File: src/touch_mode_defines.vh
// Constants for the host mode register group of the touch controller
// Assumes inclusion by bare name from files in the same folder
`ifndef TOUCH_MODE_DEFINES_VH
`define TOUCH_MODE_DEFINES_VH

// ==========================================================
// Register offsets
`define OFS_MODE_CTRL      8'h00
`define OFS_OUT_LEVELS     8'h01
`define OFS_CFG_STATUS     8'h03

// ==========================================================
// Reset values
`define RST_MODE_CTRL      8'h00
`define RST_OUT_LEVELS     8'h00
`define RST_BYTE           8'h00
`define RST_MODE_FIELD     3'h0
`define RST_OUT_FIELD      4'h0
`define RST_FACTORY        1'h0
`define RST_BIT            1'h0

// ==========================================================
// Field positions
`define BIT_DEEP_SLEEP     4
`define BIT_SOFT_RESET     3
`define MODE_HI            2
`define MODE_LO            0
`define OUT_HI             7
`define OUT_LO             4
`define BIT_FACTORY        6

// ==========================================================
// Mode codes
`define MODE_NORMAL        3'h0
`define MODE_LED_CFG       3'h1
`define MODE_DEV_CFG       3'h2
`define MODE_LINE_TEST     3'h3
`define MODE_DEBUG         3'h4

`endif

File: src/self_clearing_write.v
// One self clearing write bit: set by a host write of 1, cleared when done
// Assumes done is a one-cycle pulse from the logic that serves the action
`timescale 1ns/1ps
module self_clearing_write (
  input  wire clk,
  input  wire rst,
  input  wire set_req,
  input  wire done,
  output wire pending
);
  reg bit_q;
  reg bit_d;

  // ==========================================================
  // Set wins over clear
  always @* begin
    bit_d = bit_q;
    if (done)
      bit_d = 1'b0;
    if (set_req)
      bit_d = 1'b1;
  end

  always @(posedge clk) begin
    if (rst)
      bit_q <= 1'b0;
    else
      bit_q <= bit_d;
  end

  assign pending = bit_q;
endmodule

File: src/mode_code_check.v
// Decode of the device mode field
// Assumes a three bit code written by the host
`timescale 1ns/1ps
`include "touch_mode_defines.vh"
module mode_code_check (
  input  wire [2:0] code,
  output reg        valid
);
  // ==========================================================
  // Valid codes are 000 to 100
  always @* begin
    case (code)
      `MODE_NORMAL,
      `MODE_LED_CFG,
      `MODE_DEV_CFG,
      `MODE_LINE_TEST,
      `MODE_DEBUG: valid = 1'b1;
      default:     valid = 1'b0;
    endcase
  end
endmodule

File: src/touch_ctrl_host_mode_regs.v
// Host mode register group of a touch button controller
// Assumes a byte register port decoded from the serial host link
// Notes on behaviour
// - Every register comes up at its listed value, read/write ones at zero.
// - Reserved addresses hold nothing defined; this block reads them as zero.
// - Reserved bit positions have no function and writes to them do nothing.
// - Writing 1 to mode bit 4 asks for deep sleep, cleared by the device on exit.
// - Writing 1 to mode bit 3 resets the whole controller, writing 0 does nothing; this block only raises soft_reset_req and its registers keep their values.
// - Self clearing bits clear once their action is done and then read zero.
// - Mode bits 2:0 pick normal, LED config, device config, line test or debug.
// - Output register bits 7:4 drive the four host outputs 3:0 directly.
// - Status bit 6 is read only and shows that factory defaults were loaded.
`timescale 1ns/1ps
`include "touch_mode_defines.vh"
module touch_ctrl_host_mode_regs (
  input  wire       clk,
  input  wire       rst,
  input  wire       reg_wr,
  input  wire       reg_rd,
  input  wire [7:0] reg_addr,
  input  wire [7:0] reg_wdata,
  output reg  [7:0] reg_rdata,
  input  wire       factory_loaded,
  input  wire       cfg_load_done,
  input  wire       deep_sleep_exit,
  input  wire       soft_reset_done,
  output wire       deep_sleep_req,
  output wire       soft_reset_req,
  output wire [2:0] device_mode,
  output wire [3:0] general_output_pin
);
  // ==========================================================
  // Register state
  reg  [2:0] mode_q;
  reg  [2:0] mode_d;
  reg  [3:0] out_q;
  reg  [3:0] out_d;
  reg        factory_q;
  reg        factory_d;
  reg  [7:0] rdata_d;

  // ==========================================================
  // Decode results
  wire       mode_valid;
  wire       sel_mode;
  wire       sel_out;
  wire       sel_stat;
  wire       wr_mode;
  wire       wr_out;
  wire       sleep_set;
  wire       sreset_set;
  wire [2:0] wr_code;
  wire [3:0] wr_levels;
  wire [7:0] mode_word;
  wire [7:0] out_word;
  wire [7:0] stat_word;

  // ==========================================================
  // Address decode
  assign sel_mode = (reg_addr == `OFS_MODE_CTRL);
  assign sel_out  = (reg_addr == `OFS_OUT_LEVELS);
  assign sel_stat = (reg_addr == `OFS_CFG_STATUS);

  // ==========================================================
  // Write strobes
  // Status register is read only, so it has no strobe
  assign wr_mode = reg_wr && sel_mode;
  assign wr_out  = reg_wr && sel_out;

  // ==========================================================
  // Write fields
  assign wr_code    = reg_wdata[`MODE_HI:`MODE_LO];
  assign wr_levels  = reg_wdata[`OUT_HI:`OUT_LO];
  assign sleep_set  = wr_mode && reg_wdata[`BIT_DEEP_SLEEP];
  assign sreset_set = wr_mode && reg_wdata[`BIT_SOFT_RESET];

  // ==========================================================
  // Mode code decode
  mode_code_check u_check (
    .code  (wr_code),
    .valid (mode_valid)
  );

  // ==========================================================
  // Deep sleep request
  // Cleared by the sleep logic once the device has woken up
  self_clearing_write u_sleep (
    .clk     (clk),
    .rst     (rst),
    .set_req (sleep_set),
    .done    (deep_sleep_exit),
    .pending (deep_sleep_req)
  );

  // ==========================================================
  // Soft reset request
  // Outside logic resets the controller and then reports done
  self_clearing_write u_sreset (
    .clk     (clk),
    .rst     (rst),
    .set_req (sreset_set),
    .done    (soft_reset_done),
    .pending (soft_reset_req)
  );

  // ==========================================================
  // Mode field next value
  // An invalid code leaves the running mode in place
  always @* begin
    mode_d = mode_q;
    if (wr_mode && mode_valid) begin
      mode_d = wr_code;
    end
  end

  // ==========================================================
  // Mode field storage
  always @(posedge clk) begin
    if (rst) begin
      mode_q <= `RST_MODE_FIELD;
    end else begin
      mode_q <= mode_d;
    end
  end

  // ==========================================================
  // Output levels next value
  always @* begin
    out_d = out_q;
    if (wr_out) begin
      out_d = wr_levels;
    end
  end

  // ==========================================================
  // Output levels storage
  always @(posedge clk) begin
    if (rst) begin
      out_q <= `RST_OUT_FIELD;
    end else begin
      out_q <= out_d;
    end
  end

  // ==========================================================
  // Configuration source flag next value
  // Captured when the configuration load reports done
  always @* begin
    factory_d = factory_q;
    if (cfg_load_done) begin
      factory_d = factory_loaded;
    end
  end

  // ==========================================================
  // Configuration source flag storage
  always @(posedge clk) begin
    if (rst) begin
      factory_q <= `RST_FACTORY;
    end else begin
      factory_q <= factory_d;
    end
  end

  // ==========================================================
  // Read word of the mode register
  // Reserved positions read zero
  genvar b;
  generate
    for (b = 0; b < 8; b = b + 1) begin : g_mode_bit
      if (b == `BIT_DEEP_SLEEP) begin : g_sleep
        assign mode_word[b] = deep_sleep_req;
      end else if (b == `BIT_SOFT_RESET) begin : g_sreset
        assign mode_word[b] = soft_reset_req;
      end else if (b <= `MODE_HI) begin : g_code
        assign mode_word[b] = mode_q[b - `MODE_LO];
      end else begin : g_rsvd
        assign mode_word[b] = `RST_BIT;
      end
    end
  endgenerate

  // ==========================================================
  // Read word of the output levels register
  generate
    for (b = 0; b < 8; b = b + 1) begin : g_out_bit
      if (b >= `OUT_LO) begin : g_level
        assign out_word[b] = out_q[b - `OUT_LO];
      end else begin : g_rsvd
        assign out_word[b] = `RST_BIT;
      end
    end
  endgenerate

  // ==========================================================
  // Read word of the status register
  generate
    for (b = 0; b < 8; b = b + 1) begin : g_stat_bit
      if (b == `BIT_FACTORY) begin : g_factory
        assign stat_word[b] = factory_q;
      end else begin : g_rsvd
        assign stat_word[b] = `RST_BIT;
      end
    end
  endgenerate

  // ==========================================================
  // Read select
  always @* begin
    rdata_d = `RST_BYTE;
    case (1'b1)
      sel_mode: begin
        rdata_d = mode_word;
      end
      sel_out: begin
        rdata_d = out_word;
      end
      sel_stat: begin
        rdata_d = stat_word;
      end
      default: begin
        rdata_d = `RST_BYTE;
      end
    endcase
  end

  // ==========================================================
  // Read data register
  // Holds the last read until the next read strobe
  always @(posedge clk) begin
    if (rst) begin
      reg_rdata <= `RST_BYTE;
    end else if (reg_rd) begin
      reg_rdata <= rdata_d;
    end
  end

  // ==========================================================
  // Mode output
  assign device_mode = mode_q;

  // ==========================================================
  // Host driven pins, one per level bit
  generate
    for (b = 0; b < 4; b = b + 1) begin : g_pin
      assign general_output_pin[b] = out_q[b];
    end
  endgenerate
endmodule

File: config.mk
export PLATFORM = sky130hd
export DESIGN_NAME = touch_ctrl_host_mode_regs
export DESIGN_NICKNAME = d
export VERILOG_FILES = /design/src/self_clearing_write.v /design/src/mode_code_check.v /design/src/touch_ctrl_host_mode_regs.v
export VERILOG_INCLUDE_DIRS = /design/src
export SDC_FILE = /design/constraint.sdc
export NUM_CORES = 1
export LEC_CHECK = 0
export ABC_CLOCK_PERIOD_IN_PS = 1400
export BUFFER_PORTS_ARGS = -buffer_cell sky130_fd_sc_hd__buf_2
export CAP_MARGIN = 40
export CORE_MARGIN = 1
export CORE_UTILIZATION = 47
export CTS_BUF_LIST = sky130_fd_sc_hd__clkbuf_4
export DETAILED_ROUTE_END_ITERATION = 16
export GPL_TIMING_DRIVEN = 0
export PLACE_DENSITY = 0.81
export SLEW_MARGIN = 20
export SYNTH_ARGS = -nofsm -noshare
export SYNTH_HDL_FRONTEND = slang
export SYNTH_SLANG_ARGS = --single-unit
File: constraint.sdc
create_clock -name clk -period 1.4 [get_ports clk]
set_clock_uncertainty 0.05 [all_clocks]
set_input_delay 0.07 -clock clk [delete_from_list [all_inputs] [get_ports clk]]
set_output_delay 0.07 -clock clk [all_outputs]
set_load 0.005 [all_outputs]
After elaboration in Yosys (flattened, before gate mapping)
Cells that the tools add are included.

Flip-flop bits (word level): 18. Input port bits: 24. Output and inout port bits: 17. Logic and storage cells: 30.

Equality and inequality tests: 6. Multiplexer cells: 8. Reductions and logical operators: 10.

Operators with widths (count): two-way mux 8 bit (2); == test 8 x 1 -> 1 bit (second input constant) (1); == test 8 x 2 -> 1 bit (second input constant) (1); zero test 8 bit (1); two-way mux 7 bit (1); == test 3 x 2 -> 1 bit (second input constant) (2); logical AND 1 bit (5); two-way mux 1 bit (5); OR reduction 5 bit (1); nonzero test 2 bit (2); == test 3 x 1 -> 1 bit (second input constant) (1); == test 3 bit (second input constant) (1); zero test 3 bit (1).

Depth between registers and ports, before layout
Depth after elaboration: 4. Gate-level depth with buffers: 4. Mapped depth without buffers: 3.

Modules after synthesis
From an unflattened synthesis, not the netlist that was laid out.

Cell total of the unflattened synthesis: 89. Area total of the unflattened synthesis: 849.6 um^2.

By module, submodules not included: touch_ctrl_host_mode_regs (times used 1, cells each 80, area each 767.0 um^2, seq. area each 320.3 um^2); self_clearing_write (times used 2, cells each 4, area each 38.8 um^2, seq. area each 20.0 um^2); mode_code_check (times used 1, cells each 1, area each 5.0 um^2, seq. area each 0.0 um^2).

Least setup slack after synthesis
No wires, ideal clock.

Path type: input to register. From: input reg_addr[7]. To: register mode_q[1] (netlist: device_mode[1]). Data arrival time: 0.905 ns. Data required time: 1.234 ns. Path slack: 0.329 ns. Stages: 4. Cells stage by stage: nor4_4 > buf_4 > a311oi_1 > a31o_2.

Cells in the longest elaborated chain, start to end: 3.

RTL lines: from (decl) (RTL line touch_ctrl_host_mode_regs.v:20) `input wire [7:0] reg_addr,`; zero test 8 bit (no line); logical AND 1 bit (RTL line touch_ctrl_host_mode_regs.v:67) `assign wr_mode = reg_wr && sel_mode;`; logical AND 1 bit (RTL line touch_ctrl_host_mode_regs.v:111) `if (wr_mode && mode_valid) begin`; to (signal assigned) (RTL line touch_ctrl_host_mode_regs.v:120) `` mode_q <= `RST_MODE_FIELD; ``; to (signal assigned) (RTL line touch_ctrl_host_mode_regs.v:122) `mode_q <= mode_d;`; to (decl) (RTL line touch_ctrl_host_mode_regs.v:34) `reg [2:0] mode_q;`.

Every way passes these cells. A chain may end at the register's enable or synchronous reset.

Worst setup path in the final report
From: input reg_addr[2]. To: register u_sreset.bit_q (netlist: u_sreset.pending).

Cells in the longest elaborated chain, start to end: 4.

RTL lines: zero test 8 bit (no line) *; logical AND 1 bit * (RTL line touch_ctrl_host_mode_regs.v:67); logical AND 1 bit * (RTL line touch_ctrl_host_mode_regs.v:75) `` assign sreset_set = wr_mode && reg_wdata[`BIT_SOFT_RESET]; ``; two-way mux 1 bit / nonzero test 2 bit (equally long branches); to (signal assigned) (RTL line self_clearing_write.v:28) `bit_q <= bit_d;`; to (decl) (RTL line self_clearing_write.v:11) `reg bit_q;`.

Mark *: on every way between the ends. The rest lies on a longest branch, timed or not.

==> key figures <==
Status
  • Status: finished clean

Placement
  • Dpl ws: 0.0560 ns
  • # port buffers: 39
  • HPWL after DPL: 1570 µm
  • Placed cell count: 156
  • Gpl congestion: 0.767

Floorplan
  • Io pins: 41
  • Die height: 44.7 µm
  • Cell row count: 15
  • Initial core utilization: 49.6%
  • Die width: 44.7 µm
  • Die area: 0.00200 mm²
  • Core area: 0.00173 mm²

Route
  • First-pass DRT Iterations: 4
  • Drt first-iter violations: 28
  • Total wire length: 2680 µm
  • Final antenna-violating net count: 0
  • DR vias/cell: 5.65
  • Drt wl/cell: 14.9 µm
  • Vias: 1017
  • DRC violations left: 0

Finish
  • # diodes: 0
  • Most frequent cells in the layout: buf_2, dfxtp_1, buf_4, dlygate4sd3_1, inv_1
  • Fraction of layout cells with a size suffix above 1: 38.7%
  • FILL cells: 139
  • Fin util: 74.8%
  • FF+latch area: 360 µm²
  • Fin nets: 180
  • Most common cell after layout, fill and taps aside: buf_2
  • Finished Layout Cells: 180
  • P&R area growth vs syn: 50.7%
  • Multi-input logic area: 429 µm²

Setup path
  • Crit path arrival time: 1.59 ns
  • Kind of critical path: in -> reg
  • CP peak stage delay: 0.56 ns
  • CP max-delay cell: dlygate4sd3_1
  • Crit path required time: 1.60 ns
  • Setup crit end kind: register
  • Crit-path max FO: 6
  • Reg2reg setup slack: 0.15 ns
  • Worst setup SP type: input pin
  • Crit path cell chain: buf_2 -> nor4_4 -> buf_6 -> nand4b_1 -> a21oi_1 -> dlygate4sd3_1

Job
  • Max-cap violations: 0

Timing
  • PnR worst setup slack: 0.0150 ns
  • # setup viols final: 0
  • Setup_tns: 0 ns
  • Period Utilization, post-route: 98.9%
  • Final hold violation count: 0
  • Final min period: 1.38 ns
  • RSZ-0062 raised after global routing: false
  • Worst hold slack: 0.0154 ns
  • Slew @ Worst Pin: 0.544 ns
  • Pins Over Slew Limit: 0
  • Fmax: 0.722 GHz
  • Max_slew headroom: 63.2%

Yosys
  • Cell Area, Synth: 857 µm²
  • Cell variety after synth: 29
  • Sequential share of the synthesized area: 42.0%
  • Synthesis-stage register bit count: 18
  • Post-synth top area share: 42.0%
  • Mean post-synth cell area: 9.32 µm²
  • Synth area leader: dfxtp_1
  • Cells after synthesis: 92
  • Yosys warns: 0
  • Syn Nets: 116
  • Synth area leaders: dfxtp_1, a311oi_1, o32ai_1

CTS
  • CTS Sinks: 18
  • CTS H-Tree Depth: 1
  • CTS Buf Count: 3
  • Root buffer cell: clkbuf_4
  • Longest Clk Path Bufs: 2
  • Clock-pin slew on the worst setup and hold paths: 0.10 ns
  • Worst-Skew Late Latency: 0.30 ns
  • CTS tree: built

Power
  • Peak VDD IR: 0.467 mV
  • P_leak: 0.560 nW
  • Power per cell area: 713 mW/mm²

Global route
  • Vias in the first global route: 855
  • Largest net degree at the start of global routing: 11
  • First-pass GRT wire length: 3580 µm
  • Total gr overflow: 0
  • Initial antenna violation count: 0
  • Overall routing resource usage: 25.3%

Worst hold path
  • Min-Delay Path Class: in -> reg
-- layout make-up --
class | instances | share of cell area, %
multi-input cells | 59 | 33.2
plain buffers | 6 | 2.91
flip-flops and latches | 18 | 27.9
inverters | 9 | 2.62
well taps | 25 | 2.42
clock buffers | 3 | 1.74
repair buffers | 59 | 28.9
clock inverters | 1 | 0.291
-- power by group --
group          total, mW  switching [mW]  leakage, nW  internal, mW
logic              0.136          0.0667        0.399        0.0690
clock network      0.270           0.166       0.0154         0.104
registers          0.515         0.00109        0.145         0.514
-- state kept, by name (all words and copies together), names as in the netlist --
name,cells
u_sleep.pending,1
u_sreset.pending,1
general_output_pin,4
device_mode,3
factory_q,1
reg_rdata,8
-- worst paths after layout --
kind / start / endpoint / cells after the start
min: reg_rd / reg_rdata[1] / 2
min reg2reg: reg_rdata[4] / reg_rdata[4] / 2
max: reg_addr[2] / u_sreset.pending / 6
max reg2reg: u_sreset.pending / u_sreset.pending / 3
-- layer usage --
layer  wire [µm]  GRT usage [%]  vias to the layer above
li1            -              -                      472
met3         167           2.40                        9
met4          88           13.9                        0
met2        1380           43.5                       52
met1        1040           30.9                      484
met5           0              0                        -
-- cells in the mapped netlist --
| master | count |
|---|---|
| a31o_2 | 2 |
| clkbuf_1 | 2 |
| buf_4 | 3 |
| a311oi_1 | 4 |
| nand2_1 | 5 |
| nor4bb_1 | 1 |
| a31o_1 | 2 |
| and3_1 | 1 |
| nor4_4 | 1 |
| nor2b_1 | 1 |
| mux2i_1 | 3 |
| a211oi_1 | 2 |
| a31oi_1 | 1 |
| o32ai_1 | 4 |
| mux2_2 | 1 |
| nor2_1 | 3 |
| dfxtp_1 | 18 |
| a41oi_1 | 1 |
| nor4b_1 | 1 |
| nand4_1 | 4 |
| buf_1 | 1 |
| nand3_1 | 4 |
| inv_1 | 9 |
| nand2b_1 | 5 |
| nor4b_4 | 1 |
| a21oi_1 | 6 |
| and3_2 | 1 |
| nor3_1 | 3 |
| nand4b_1 | 2 |
-- cell families (layout without fill, tap and decap cells) --
family | count (synthesis) | count (layout) | share of synthesized area [%]
buffers and inverters | 15 | 78 | 7.88
flip-flops | 18 | 18 | 42.0
AND/OR/NAND/NOR | 33 | 33 | 26.0
AO/OA/AOI/OAI | 22 | 22 | 19.3
multiplexers | 4 | 4 | 4.82
-- critical path, delay by kind of cell --
family | cells | cell delay (ns)
compound gates | 1 | 0.15
buf+inv | 3 | 0.84
simple gates | 2 | 0.52
-- stage by stage --
| stage | area (µm²) | total power [mW] |
|---|---|---|
| floorplan | 857 | 0.568 |
| global placement | 1080 | 0.620 |
| detailed placement | 1080 | 0.623 |
| CTS | 1220 | 0.907 |
| global route | 1290 | 0.967 |
| finish | 1290 | 0.921 |
-- what timing repair did --
action / 4_1_cts / 5_1_grt
hold endpoints to repair: 9 / 0
gates resized for setup: 0 / 1
setup buffers: 0 / 9
hold buffers: 11 / 0
endpoints found under the setup margin: 0 / 1
Power figures use the tool's default switching activity.
